`config.mk`:
```
export PLATFORM = sky130hd
export DESIGN_NAME = adpcm_channel_config_port
export DESIGN_NICKNAME = d
export VERILOG_FILES = /design/src/core/adpcm_cfg_pkg.sv /design/src/core/adpcm_channel_config_port.sv /design/src/core/pin_sync.sv /design/src/core/slot_counter.sv
export VERILOG_INCLUDE_DIRS = /design/src /design/src/core
export SDC_FILE = /design/constraint.sdc
export NUM_CORES = 1
export LEC_CHECK = 0
export BUFFER_PORTS_ARGS = -buffer_cell sky130_fd_sc_hd__buf_2
export CAP_MARGIN = 20
export CORE_ASPECT_RATIO = 0.6
export CORE_MARGIN = 2
export CORE_UTILIZATION = 49
export CTS_CLUSTER_DIAMETER = 200
export DETAILED_ROUTE_END_ITERATION = 12
export GPL_ROUTABILITY_DRIVEN = 0
export PLACE_DENSITY = 0.68
export SYNTH_ARGS = -nofsm -noshare
export SYNTH_HDL_FRONTEND = slang
export SYNTH_SLANG_ARGS = --single-unit
```
`constraint.sdc`:
```
create_clock -name core_clk_in -period 5.4 [get_ports core_clk_in]
set_input_delay 1.62 -clock core_clk_in [delete_from_list [all_inputs] [get_ports core_clk_in]]
set_output_delay 1.62 -clock core_clk_in [all_outputs]
set_load 0.005 [all_outputs]
```
`src/core/adpcm_cfg_map.svh`:
```
// Bit positions, reset values and timing constants of the channel configuration port
`ifndef ADPCM_CFG_MAP_SVH
`define ADPCM_CFG_MAP_SVH

// ****************************************
// Side indices
// ****************************************
`define SIDE_Y_IDX 0
`define SIDE_X_IDX 1

// ****************************************
// Device select command byte
// ****************************************
`define SEL_SIDE_BIT 6
`define SEL_ADDR_MSB 5

// ****************************************
// Channel control byte
// ****************************************
`define CTRL_IDLE_BIT 5
`define CTRL_COEF_BIT 4
`define CTRL_PASS_BIT 3
`define CTRL_LAW_BIT 2
`define CTRL_DIR_BIT 0

// ****************************************
// Slot number byte
// ****************************************
`define SLOT_MSB 5
`define SLOT_ZERO 6'h00

// ****************************************
// Reset values
// ****************************************
`define IDLE_RST 1'b1
`define FIELD_RST 1'b0

// ****************************************
// Timing
// ****************************************
`define CLK_PERIOD_NS 10
`define WAKE_TIME_MS 200
`define COEF_RST_CYCLES 32
`define NIBBLE_LAST_BIT 3'h3
`define BYTE_LAST_BIT 3'h7

`endif

```
`src/core/adpcm_cfg_pkg.sv`:
```
// Types shared by the channel configuration port
package adpcm_cfg_pkg;

  // Effective settings of one PCM side
  typedef struct packed {
    logic idle_power_down;
    logic coefficient_reset;
    logic passthrough_enable;
    logic mu_law;
    logic coding_direction;
    logic [5:0] input_slot_number;
    logic [5:0] output_slot_number;
  } side_cfg_s;

  // Serial write sequencer
  typedef enum logic [2:0] {
    ST_WAIT,
    ST_ADDR,
    ST_CTRL,
    ST_ITS,
    ST_OTS,
    ST_DONE,
    ST_IGNORE
  } ser_state_e;

endpackage

```
`src/core/adpcm_channel_config_port.sv`:
```
// Configuration front end of the dual-side speech compression processor
//
// Summary of operation
// - Reset restarts both algorithms, zeroes settings, but sets idle on both sides.
// - Strap low disables serial port, clears registers, settings come from pins.
// - Strap mode fixes input and output slots of both sides at zero.
// - Strap mode coding from address pins 0 and 3, law from 2 and 5.
// - Strap mode idle: serial data pin for Y, chip select pin for X.
// - Both sides idle puts the device in low-power standby.
// - Revised variant resumes within 200 ms after a side leaves idle.
// - Older variant needs a reset after leaving idle, then resumes at once; here reset idles both sides, so the engine never runs.
// - First byte compared with six address straps; mismatch ignores the write.
// - After a match, next bytes are control, input slot, output slot.
// - Select byte bit 6 picks the side: zero Y, one X.
// - Control bit 5 idles the side and tri-states its output.
// - Control bit 4 restarts coefficients; device clears it when finished.
// - Control bit 3 with idle clear passes data uncoded between slots.
// - Control bit 2 selects A-law (zero) or mu-law (one) per side.
// - Control bit 0 picks expand or compress; bits 7, 6, 1 written zero.
// - Slot counters start at frame sync; slots 4 bits expanding, 8 compressing.
// - Chip select frames a write; data sampled on serial clock rise, LSB first.
// - PCM outputs are tri-stated while a register update is in progress.
// - Slot bytes carry a six-bit slot number; upper two bits written zero.
`timescale 1ns/1ps
`include "adpcm_cfg_map.svh"
module adpcm_channel_config_port #(
  parameter bit REVISED_ALGO = 1'b1,
  parameter int WAKE_CYCLES = `WAKE_TIME_MS * 1000000 / `CLK_PERIOD_NS,
  parameter int COEF_RST_CYCLES = `COEF_RST_CYCLES
) (
  // Clock and reset
  input wire logic core_clk_in,
  input wire logic reset_n_in,
  // Straps
  input wire logic port_mode_strap_in,
  input wire logic [5:0] device_address_straps_in,
  // Serial configuration port
  input wire logic serial_clock_in,
  input wire logic config_serial_input_in,
  input wire logic chip_select_n_in,
  // PCM timing
  input wire logic side_x_data_clock_in,
  input wire logic side_x_frame_sync_in,
  input wire logic side_y_data_clock_in,
  input wire logic side_y_frame_sync_in,
  // Effective settings
  output adpcm_cfg_pkg::side_cfg_s side_x_cfg_out,
  output adpcm_cfg_pkg::side_cfg_s side_y_cfg_out,
  // Engine state
  output logic standby_out,
  output logic engine_run_out,
  output logic update_busy_out,
  // Slot windows and output drive
  output logic side_x_in_slot_out,
  output logic side_y_in_slot_out,
  output logic side_x_drive_en_out,
  output logic side_y_drive_en_out
);

  import adpcm_cfg_pkg::*;

  localparam int COEF_MAX = COEF_RST_CYCLES + 2;
  localparam int NPINS = 14;

  // ****************************************
  // Parameter checks
  // ****************************************
  if (WAKE_CYCLES < 1 || COEF_RST_CYCLES < 1 || COEF_RST_CYCLES > 255) begin : g_bad_param
    $error("wake or coefficient reset count out of range");
  end

  // ****************************************
  // Pin synchronisation
  // ****************************************
  logic [NPINS-1:0] pins_raw;
  logic [NPINS-1:0] pins_s;
  logic sw_mode_s;
  logic [5:0] addr_s;
  logic sclk_s;
  logic sdi_s;
  logic cs_n_s;
  logic [1:0] dclk_s;
  logic [1:0] fs_s;

  assign pins_raw = {port_mode_strap_in, device_address_straps_in, serial_clock_in, config_serial_input_in,
                     chip_select_n_in, side_x_data_clock_in, side_x_frame_sync_in, side_y_data_clock_in,
                     side_y_frame_sync_in};

  pin_sync #(.WIDTH(NPINS)) u_pin_sync (
    .core_clk_in(core_clk_in),
    .reset_n_in(reset_n_in),
    .pins_in(pins_raw),
    .pins_out(pins_s)
  );

  assign sw_mode_s = pins_s[13];
  assign addr_s = pins_s[12:7];
  assign sclk_s = pins_s[6];
  assign sdi_s = pins_s[5];
  assign cs_n_s = pins_s[4];
  assign dclk_s = {pins_s[3], pins_s[1]};
  assign fs_s = {pins_s[2], pins_s[0]};

  // Synchroniser shows reset zeros for two edges; strap decoding waits for real pin levels
  logic [1:0] sync_warm_r;
  logic strap_act;
  always_ff @(posedge core_clk_in or negedge reset_n_in) begin
    if (!reset_n_in) begin
      sync_warm_r <= 2'b00;
    end else begin
      sync_warm_r <= {sync_warm_r[0], 1'b1};
    end
  end
  assign strap_act = !sw_mode_s && sync_warm_r[1];

  // ****************************************
  // Serial receiver
  // ****************************************
  ser_state_e state_r;
  ser_state_e state_nxt;
  logic sclk_d_r;
  logic cs_n_d_r;
  logic [7:0] shift_r;
  logic [7:0] shift_nxt;
  logic [2:0] bit_cnt_r;
  logic side_sel_r;
  logic sclk_rise;
  logic cs_fall;
  logic byte_done;

  function automatic logic addr_match(input logic [7:0] b, input logic [5:0] a);
    return b[`SEL_ADDR_MSB:0] == a;
  endfunction

  function automatic side_cfg_s ctrl_apply(input side_cfg_s cur, input logic [7:0] b);
    side_cfg_s c;
    c = cur;
    c.idle_power_down = b[`CTRL_IDLE_BIT];
    c.coefficient_reset = b[`CTRL_COEF_BIT];
    c.passthrough_enable = b[`CTRL_PASS_BIT];
    c.mu_law = b[`CTRL_LAW_BIT];
    c.coding_direction = b[`CTRL_DIR_BIT];
    return c;
  endfunction

  assign sclk_rise = sclk_s & ~sclk_d_r;
  assign cs_fall = ~cs_n_s & cs_n_d_r;
  assign shift_nxt = {sdi_s, shift_r[7:1]};
  assign byte_done = sclk_rise && (bit_cnt_r == 3'h7) && (state_r != ST_WAIT);

  always_ff @(posedge core_clk_in or negedge reset_n_in) begin
    if (!reset_n_in) begin
      sclk_d_r <= 1'b0;
      cs_n_d_r <= 1'b1;
    end else begin
      sclk_d_r <= sclk_s;
      cs_n_d_r <= cs_n_s;
    end
  end

  always_comb begin
    state_nxt = state_r;
    if (!sw_mode_s || cs_n_s) begin
      state_nxt = ST_WAIT;
    end else begin
      unique case (state_r)
        ST_WAIT: if (cs_fall) state_nxt = ST_ADDR;
        ST_ADDR: if (byte_done) state_nxt = addr_match(shift_nxt, addr_s) ? ST_CTRL : ST_IGNORE;
        ST_CTRL: if (byte_done) state_nxt = ST_ITS;
        ST_ITS: if (byte_done) state_nxt = ST_OTS;
        ST_OTS: if (byte_done) state_nxt = ST_DONE;
        ST_DONE, ST_IGNORE: state_nxt = state_r;
      endcase
    end
  end

  always_ff @(posedge core_clk_in or negedge reset_n_in) begin
    if (!reset_n_in) begin
      state_r <= ST_WAIT;
    end else begin
      state_r <= state_nxt;
    end
  end

  always_ff @(posedge core_clk_in or negedge reset_n_in) begin
    if (!reset_n_in) begin
      shift_r <= 8'h00;
      bit_cnt_r <= 3'h0;
    end else if (state_r == ST_WAIT) begin
      bit_cnt_r <= 3'h0;
    end else if (sclk_rise) begin
      shift_r <= shift_nxt;
      bit_cnt_r <= bit_cnt_r + 3'h1;
    end
  end

  always_ff @(posedge core_clk_in or negedge reset_n_in) begin
    if (!reset_n_in) begin
      side_sel_r <= 1'b0;
    end else if (state_r == ST_ADDR && state_nxt == ST_CTRL) begin
      side_sel_r <= shift_nxt[`SEL_SIDE_BIT];
    end
  end

  // ****************************************
  // Software registers and coefficient reset
  // ****************************************
  side_cfg_s sw_cfg_r [2];
  side_cfg_s eff_cfg_r [2];
  logic [7:0] coef_cnt_r [2];
  logic [1:0] coef_done;

  for (genvar s = 0; s < 2; s++) begin : g_coef
    assign coef_done[s] = sw_cfg_r[s].coefficient_reset && (coef_cnt_r[s] == 8'(COEF_RST_CYCLES - 1));
    always_ff @(posedge core_clk_in or negedge reset_n_in) begin
      if (!reset_n_in) begin
        coef_cnt_r[s] <= 8'h00;
      end else if (!sw_cfg_r[s].coefficient_reset || coef_done[s]) begin
        coef_cnt_r[s] <= 8'h00;
      end else begin
        coef_cnt_r[s] <= coef_cnt_r[s] + 8'h01;
      end
    end
  end

  always_ff @(posedge core_clk_in or negedge reset_n_in) begin
    if (!reset_n_in) begin
      for (int s = 0; s < 2; s++) begin
        sw_cfg_r[s] <= '{`IDLE_RST, `FIELD_RST, `FIELD_RST, `FIELD_RST, `FIELD_RST, `SLOT_ZERO, `SLOT_ZERO};
      end
    end else if (strap_act) begin
      for (int s = 0; s < 2; s++) begin
        sw_cfg_r[s] <= '0;
      end
    end else begin
      for (int s = 0; s < 2; s++) begin
        // host set wins over self clear
        if (byte_done && state_r == ST_CTRL && side_sel_r == s[0]) begin
          sw_cfg_r[s] <= ctrl_apply(sw_cfg_r[s], shift_nxt);
        end else if (coef_done[s]) begin
          sw_cfg_r[s].coefficient_reset <= 1'b0;
        end
        if (byte_done && state_r == ST_ITS && side_sel_r == s[0]) begin
          sw_cfg_r[s].input_slot_number <= shift_nxt[`SLOT_MSB:0];
        end
        if (byte_done && state_r == ST_OTS && side_sel_r == s[0]) begin
          sw_cfg_r[s].output_slot_number <= shift_nxt[`SLOT_MSB:0];
        end
      end
    end
  end

  // ****************************************
  // Effective settings
  // ****************************************
  // strap mode slots, coding and law pins, idle pins
  always_ff @(posedge core_clk_in or negedge reset_n_in) begin
    if (!reset_n_in) begin
      for (int s = 0; s < 2; s++) begin
        eff_cfg_r[s] <= '{`IDLE_RST, `FIELD_RST, `FIELD_RST, `FIELD_RST, `FIELD_RST, `SLOT_ZERO, `SLOT_ZERO};
      end
    end else if (strap_act) begin
      eff_cfg_r[`SIDE_X_IDX] <= '{cs_n_s, 1'b0, 1'b0, addr_s[2], addr_s[0], `SLOT_ZERO, `SLOT_ZERO};
      eff_cfg_r[`SIDE_Y_IDX] <= '{sdi_s, 1'b0, 1'b0, addr_s[5], addr_s[3], `SLOT_ZERO, `SLOT_ZERO};
    end else begin
      for (int s = 0; s < 2; s++) begin
        eff_cfg_r[s] <= sw_cfg_r[s];
      end
    end
  end

  // ****************************************
  // Standby and wake
  // ****************************************
  logic both_idle;
  logic standby_r;
  logic asleep_r;
  logic run_r;
  logic [31:0] wake_cnt_r;

  assign both_idle = eff_cfg_r[0].idle_power_down & eff_cfg_r[1].idle_power_down;

  // standby, timed wake, wake only by reset
  always_ff @(posedge core_clk_in or negedge reset_n_in) begin
    if (!reset_n_in) begin
      standby_r <= 1'b0;
      asleep_r <= 1'b0;
      run_r <= 1'b0;
      wake_cnt_r <= 32'h0000_0000;
    end else begin
      standby_r <= both_idle;
      wake_cnt_r <= 32'h0000_0000;
      if (both_idle) begin
        asleep_r <= 1'b1;
        run_r <= 1'b0;
      end else if (!asleep_r) begin
        run_r <= 1'b1;
      end else if (REVISED_ALGO) begin
        if (wake_cnt_r == 32'(WAKE_CYCLES - 1)) begin
          asleep_r <= 1'b0;
          run_r <= 1'b1;
        end else begin
          wake_cnt_r <= wake_cnt_r + 32'h0000_0001;
        end
      end
    end
  end

  // ****************************************
  // Slot counters and output drive
  // ****************************************
  logic [1:0] in_act;
  logic [1:0] out_act;
  logic busy_r;
  logic [1:0] in_slot_r;
  logic [1:0] drive_en_r;

  for (genvar s = 0; s < 2; s++) begin : g_side
    slot_counter u_slot (
      .core_clk_in(core_clk_in),
      .reset_n_in(reset_n_in),
      .data_clock_in(dclk_s[s]),
      .frame_sync_in(fs_s[s]),
      .coding_direction_in(eff_cfg_r[s].coding_direction),
      .input_slot_number_in(eff_cfg_r[s].input_slot_number),
      .output_slot_number_in(eff_cfg_r[s].output_slot_number),
      .in_active_out(in_act[s]),
      .out_active_out(out_act[s])
    );
  end

  // tri-state during update, idle tri-states, passthrough uses same slots
  always_ff @(posedge core_clk_in or negedge reset_n_in) begin
    if (!reset_n_in) begin
      busy_r <= 1'b0;
      in_slot_r <= 2'b00;
      drive_en_r <= 2'b00;
    end else begin
      busy_r <= (state_r == ST_CTRL) || (state_r == ST_ITS) || (state_r == ST_OTS) || (state_r == ST_DONE);
      for (int s = 0; s < 2; s++) begin
        in_slot_r[s] <= in_act[s] && !eff_cfg_r[s].idle_power_down;
        drive_en_r[s] <= out_act[s] && !eff_cfg_r[s].idle_power_down && !busy_r && run_r;
      end
    end
  end

  assign side_x_cfg_out = eff_cfg_r[`SIDE_X_IDX];
  assign side_y_cfg_out = eff_cfg_r[`SIDE_Y_IDX];
  assign standby_out = standby_r;
  assign engine_run_out = run_r;
  assign update_busy_out = busy_r;
  assign side_x_in_slot_out = in_slot_r[`SIDE_X_IDX];
  assign side_y_in_slot_out = in_slot_r[`SIDE_Y_IDX];
  assign side_x_drive_en_out = drive_en_r[`SIDE_X_IDX];
  assign side_y_drive_en_out = drive_en_r[`SIDE_Y_IDX];
endmodule

```
`src/core/pin_sync.sv`:
```
// Two-flop synchroniser for a vector of asynchronous pins
`timescale 1ns/1ps
module pin_sync #(
  parameter int WIDTH = 14
) (
  // Clock and reset
  input wire logic core_clk_in,
  input wire logic reset_n_in,
  // Pins and synchronised copy
  input wire logic [WIDTH-1:0] pins_in,
  output logic [WIDTH-1:0] pins_out
);

  logic [WIDTH-1:0] meta_r;

  if (WIDTH < 1) begin : g_bad_width
    $error("pin_sync needs at least one bit");
  end

  always_ff @(posedge core_clk_in or negedge reset_n_in) begin
    if (!reset_n_in) begin
      meta_r <= '0;
      pins_out <= '0;
    end else begin
      meta_r <= pins_in;
      pins_out <= meta_r;
    end
  end

endmodule

```
`src/core/slot_counter.sv`:
```
// Per-side timeslot counter driven by the sampled data clock and frame sync
`timescale 1ns/1ps
`include "adpcm_cfg_map.svh"
module slot_counter (
  // Clock and reset
  input wire logic core_clk_in,
  input wire logic reset_n_in,
  // Synchronised PCM timing
  input wire logic data_clock_in,
  input wire logic frame_sync_in,
  // Settings
  input wire logic coding_direction_in,
  input wire logic [5:0] input_slot_number_in,
  input wire logic [5:0] output_slot_number_in,
  // Slot windows
  output logic in_active_out,
  output logic out_active_out
);

  logic dclk_d_r;
  logic fs_prev_r;
  logic run_r;
  logic [2:0] bit_r;
  logic [5:0] slot_r;
  logic dclk_rise;
  logic start;
  logic [2:0] last_bit;

  assign dclk_rise = data_clock_in & ~dclk_d_r;
  assign start = dclk_rise & frame_sync_in & ~fs_prev_r;
  assign last_bit = coding_direction_in ? `BYTE_LAST_BIT : `NIBBLE_LAST_BIT;

  always_ff @(posedge core_clk_in or negedge reset_n_in) begin
    if (!reset_n_in) begin
      dclk_d_r <= 1'b0;
      fs_prev_r <= 1'b0;
    end else begin
      dclk_d_r <= data_clock_in;
      if (dclk_rise) begin
        fs_prev_r <= frame_sync_in;
      end
    end
  end

  always_ff @(posedge core_clk_in or negedge reset_n_in) begin
    if (!reset_n_in) begin
      run_r <= 1'b0;
      bit_r <= 3'h0;
      slot_r <= 6'h00;
    end else if (start) begin
      run_r <= 1'b1;
      bit_r <= 3'h0;
      slot_r <= 6'h00;
    end else if (dclk_rise && run_r) begin
      if (bit_r >= last_bit) begin
        bit_r <= 3'h0;
        if (slot_r == 6'h3F) begin
          run_r <= 1'b0;
        end else begin
          slot_r <= slot_r + 6'h01;
        end
      end else begin
        bit_r <= bit_r + 3'h1;
      end
    end
  end

  always_ff @(posedge core_clk_in or negedge reset_n_in) begin
    if (!reset_n_in) begin
      in_active_out <= 1'b0;
      out_active_out <= 1'b0;
    end else begin
      in_active_out <= run_r && (slot_r == input_slot_number_in);
      out_active_out <= run_r && (slot_r == output_slot_number_in);
    end
  end
endmodule

```
* After elaboration in Yosys (flattened, before gate mapping)
Index checks and enable logic that the tools add are counted.
** Word-level totals
- Output and inout port bits :: 41
- Input port bits :: 16
- Bits in registers :: 199
** Cells by class
- Mux-type cells :: 59
- Bitwise gates (word level) :: 17
- Equality and inequality tests :: 21
- Order comparisons :: 2
- Reductions and logical operators :: 64
- Add/sub/neg operators :: 8
** Operators by type and width (count)
- $mux W32 :: 3
- $mux W6 :: 12
- $mux W34 :: 2
- $mux W3 :: 17
- $add A32 B1 Y32 const B :: 1
- $eq A32 B25 Y1 const B :: 1
- $eq A6 B6 Y1 :: 5
- $mux W15 :: 2
- $logic_and A1 B1 Y1 :: 29
- $reduce_bool A2 Y1 :: 13
- $mux W1 :: 20
- $pmux W3 S6 :: 1
- $add A8 B1 Y8 const B :: 2
- $eq A8 B5 Y1 const B :: 2
- $mux W8 :: 2
- $add A6 B1 Y6 const B :: 2
- $eq A3 B3 Y1 const B :: 4
- $eq A6 B6 Y1 const B :: 2
- $reduce_and A3 Y1 :: 4
- $add A3 B1 Y3 const B :: 3
- $and A1 B1 Y1 :: 9
- $eq A3 B2 Y1 const B :: 3
- $reduce_bool A3 Y1 :: 3
- $not A1 Y1 :: 8
- other kinds (9) :: 21

* Depth between registers and ports, before layout
- Word-level depth :: 9
- Depth in mapped cells :: 7

* Modules after synthesis
A second synthesis with hierarchy kept.
** Second synthesis, totals
- Cells, all modules :: 768
- Area, all modules :: 8471.9 µm²
** Modules (own cells, without submodules)
- adpcm_channel_config_port :: sequential area each 3559.7 µm², cells each 564, area each 6047.0 µm², instances 1
- slot_counter :: sequential area each 350.3 µm², cells each 88, area each 862.1 µm², instances 2
- pin_sync :: sequential area each 700.7 µm², cells each 28, area each 700.7 µm², instances 1

* Worst setup path before layout
OpenSTA, ideal clock, no wires.
- Path kind :: register to register
- From :: register wake_cnt_r[25]
- To :: register wake_cnt_r[2]
- Clock period less this slack :: 2.184 ns
- Path slack :: 3.216 ns
- Stages on the path, launching flop included :: 6
- Required time :: 5.261 ns
- Data arrival time :: 2.045 ns
- Setup time :: 0.139 ns
- Buffers on the path :: 1
- Cell sequence :: dfrtp_1 or4b_1 or4_4 o41ai_4 buf_6 nor3_1
** Between the ends
- Longest elaborated chain between the ends :: 4
** Ends and longest elaborated chain
- start, declared :: RTL line adpcm_channel_config_port.sv:279 : logic [31:0] wake_cnt_r;
- start signal, assigned :: RTL line adpcm_channel_config_port.sv:303 : wake_cnt_r <= wake_cnt_r + 32'h0000_0001;
- $eq A32 B25 Y1 :: RTL line adpcm_channel_config_port.sv:299 : if (wake_cnt_r == 32'(WAKE_CYCLES - 1)) begin
- $mux W32 :: RTL line adpcm_channel_config_port.sv:299
- $mux W32 :: RTL line adpcm_channel_config_port.sv:296 : end else if (!asleep_r) begin
- $mux W32 :: RTL line adpcm_channel_config_port.sv:293 : if (both_idle) begin
No other way between the ends.
A chain may end at the register's enable or synchronous reset.

* Worst setup path after layout
- From :: register wake_cnt_r[25]
- To :: register run_r (netlist: engine_run_out)
** Between the ends
- Longest elaborated chain between the ends :: 2
** Ends and longest elaborated chain
- $eq A32 B25 Y1 :: RTL line adpcm_channel_config_port.sv:299
- $ne A3 B2 Y1 (no source line)
- end signal, assigned :: RTL line adpcm_channel_config_port.sv:295 : run_r <= 1'b0;
- end signal, assigned :: RTL line adpcm_channel_config_port.sv:297 : run_r <= 1'b1;
- end signal, assigned :: RTL line adpcm_channel_config_port.sv:301 : run_r <= 1'b1;
- end, declared :: RTL line adpcm_channel_config_port.sv:278 : logic run_r;
No other way between the ends.

==> impl_metrics.json <==
{
  "status": "finished clean",
  "diodes": 0,
  "cts-htree-levels": 4,
  "wl_per_cell_um": 16.5,
  "slew-limit-headroom_pct": 32.0,
  "drt-initial-drc-count": 533,
  "cap_viol_max_count": 0,
  "hp-class": "reg2reg",
  "synth.avg_cell_area_um2": 11.1,
  "hold_slack_ns": 0.351,
  "worstPathArrival_ns": 3.30,
  "die-width_um": 174,
  "synth_most_common_cell": "dfrtp_1",
  "period_share_pct": 54.4,
  "place_hpwl_um": 12000,
  "postCtsSetupRepairBufs": 0,
  "yosysTopAreaCellShare_pct": 56.9,
  "dp_cells": 1026,
  "num_rows": 37,
  "synth_common_cells": "dfrtp_1 (193), nand2_1 (78), nand3_1 (43), o21ai_0 (37), xor2_1 (33)",
  "p_total_mw": 3.31,
  "cts_sinks": 198,
  "drtAntennaViolNets": 0,
  "critPathCaptureType": "flip-flop",
  "power_frac_seq_pct": 51.2,
  "p_int_mw": 2.37,
  "port_buffers": 56,
  "cp_max_fo": 18,
  "setup_violations": 0,
  "areaGrowthSynthToFinish_pct": 12.2,
  "drt_pre_antenna_iters": 5,
  "ctsHoldBuffers": 0,
  "leakage_nw": 4.42,
  "grt_pass1_vias": 5830,
  "wl_um": 17500,
  "cts_buffer_depth": 2,
  "ys_seq_area_share_pct": 58.4,
  "track_usage_pct": 20.5,
  "final_core_util_pct": 55.9,
  "max_freq_mhz": 340,
  "vias": 5917,
  "switching_share_pct": 28.4,
  "power.switching_mw": 0.940,
  "insertion_delay_ns": 0.43,
  "power.density_mw_per_mm2": 347,
  "comb_power_share_pct": 11.3,
  "ys_ff_latch": 198,
  "fp.dieH_um": 106,
  "synth-edff-count": 0,
  "clk_pin_slew_ns": 0.08,
  "setup_ws_ns": 2.46,
  "synth_cell_types": 60,
  "cts-root-buf": "clkbuf_16",
  "drive_gt1_share_pct": 15.4,
  "io_pins": 57,
  "rsz0062_at_grt": "no",
  "fin_skew_ns": 0.0153,
  "finalHoldViolCount": 0,
  "grt_max_degree": 112,
  "netlist_area_mm2": 0.00849,
  "synth_fp_nets": 795,
  "fp.coreArea_mm2": 0.0170,
  "tightestPinTransition_ns": 1.02,
  "finalSetupTns_ns": 0,
  "syn_inst": 768,
  "cts_buffers": 17,
  "yosys_warnings": 0,
  "vias_per_cell": 5.59,
  "pre_cts_slack_ns": 2.48,
  "pwr-share-clk_pct": 37.4,
  "die_area_mm2": 0.0184,
  "gr-total-overflow": 0,
  "worst-setup-path-type": "reg2reg",
  "ctsResizeCount": 0,
  "nNetsFinal": 839,
  "initial_core_util_pct": 49.8,
  "period_needed_ns": 2.94,
  "cts_tree": "yes",
  "grt_pass1_wl_um": 30000,
  "slew_violations": 0,
  "critPathLaunchType": "flip-flop",
  "antenna_found_initial": 0,
  "cp.required_ns": 5.76,
  "synth_top_area_cell": "dfrtp_1",
  "final_area_mm2": 0.00953,
  "ir_worst_vdd_mv": 0.235,
  "synthArstFlopShare_pct": 100,
  "synth_flop_cell": "dfrtp_1",
  "synth.area.top_cells": "dfrtp_1 (57%), nand2_1 (3.4%), xor2_1 (3.4%), nand3_1 (2.5%), xnor2_1 (2.4%)",
  "stdcell_count": 1059,
  "drc": 0,
  "num-fill-cells": 1472,
  "placed_area_mm2": 0.00894
}
## layout by cell type (no fill, tap or decap), types with 19 or more instances in the layout
cell     Yosys  layout
nand2_1     78      78
xor2_1      33      33
dfrtp_1    193     193
o31ai_1     22      22
nor2_1      31      31
and2_1      19      19
inv_1       32      32
nand3_1     43      43
or4_1       25      25
o21ai_0     37      37
buf_2        1      55
nor3_1      19      19
xnor2_1     23      23
## critical path: stages (launching register included)
cell and delay [ns]:
dfrtp_1 0.43, or4b_1 0.54, or4_4 0.51, o41ai_4 0.82, buf_4 0.38, a2bb2oi_1 0.18
## flip-flops by register name, summed over array words and instances, names as in the netlist, 3 cells and up
| register | flops |
|---|---|
| coef_cnt_r | 16 |
| g_side.u_slot.slot_r | 12 |
| u_pin_sync.pins_out | 14 |
| state_r | 3 |
| g_side.u_slot.bit_r | 6 |
| side_y_cfg_out | 17 |
| sw_cfg_r | 34 |
| bit_cnt_r | 3 |
| shift_r | 7 |
| wake_cnt_r | 32 |
| u_pin_sync.meta_r | 14 |
| side_x_cfg_out | 17 |
## power by group through the flow
stage | clock (mW) | combinational [mW] | sequential (mW)
3_3_place_gp | 0 | 0.361 | 1.72
5_1_grt | 1.33 | 0.432 | 1.71
2_1_floorplan | 0 | 0.308 | 1.67
4_1_cts | 1.26 | 0.380 | 1.70
6_report | 1.24 | 0.375 | 1.70
3_5_place_dp | 0 | 0.378 | 1.72
## cells by family after synthesis
group / Yosys count / share of synthesized area, %
other cells: 1 / 0.0442
xor+xnor: 56 / 5.78
mux: 19 / 2.39
buf+inv: 70 / 3.55
fa+ha+maj: 11 / 1.62
flops: 198 / 58.4
compound gates: 115 / 9.20
simple gates: 298 / 19.0
## final timing paths
kind | start | endpoint | slack, ns | cells past startpoint
worst max register to register | wake_cnt_r[25]$_DFF_PN0_ | engine_run_out$_DFFE_PN0P_ | 2.46 | 5
min in group asynchronous | reset_n_in | u_pin_sync.pins_out[1]$_DFF_PN0_ | 1.28 | 1
worst min-delay path | u_pin_sync.meta_r[12]$_DFF_PN0_ | u_pin_sync.pins_out[12]$_DFF_PN0_ | 0.35 | 0
worst min register to register | u_pin_sync.meta_r[12]$_DFF_PN0_ | u_pin_sync.pins_out[12]$_DFF_PN0_ | 0.35 | 0
worst max-delay path | wake_cnt_r[25]$_DFF_PN0_ | engine_run_out$_DFFE_PN0P_ | 2.46 | 5
max in group asynchronous | reset_n_in | sw_cfg_r[11]$_DFFE_PN0P_ | 3.09 | 2
## per-layer routing
layer / vias to the layer above / part of all wire (%) / track usage [%]
met5: - / 0 / 0
met4: 0 / 1.1 / 6.18
met2: 155 / 44 / 30.0
met1: 2952 / 50 / 31.0
li1: 2795 / - / -
met3: 15 / 4.3 / 4.18
## layout make-up
| class | count | area (um^2) | area share, % |
|---|---|---|---|
| flip-flops and latches | 198 | 4960 | 52.1 |
| multi-input cells | 500 | 3230 | 33.9 |
| clock buffers | 19 | 443 | 4.65 |
| repair buffers | 63 | 342 | 3.59 |
| well taps | 234 | 293 | 3.07 |
| clock inverters | 13 | 135 | 1.42 |
| inverters | 32 | 120 | 1.26 |
No activity file was read; power rests on OpenSTA's default activity.
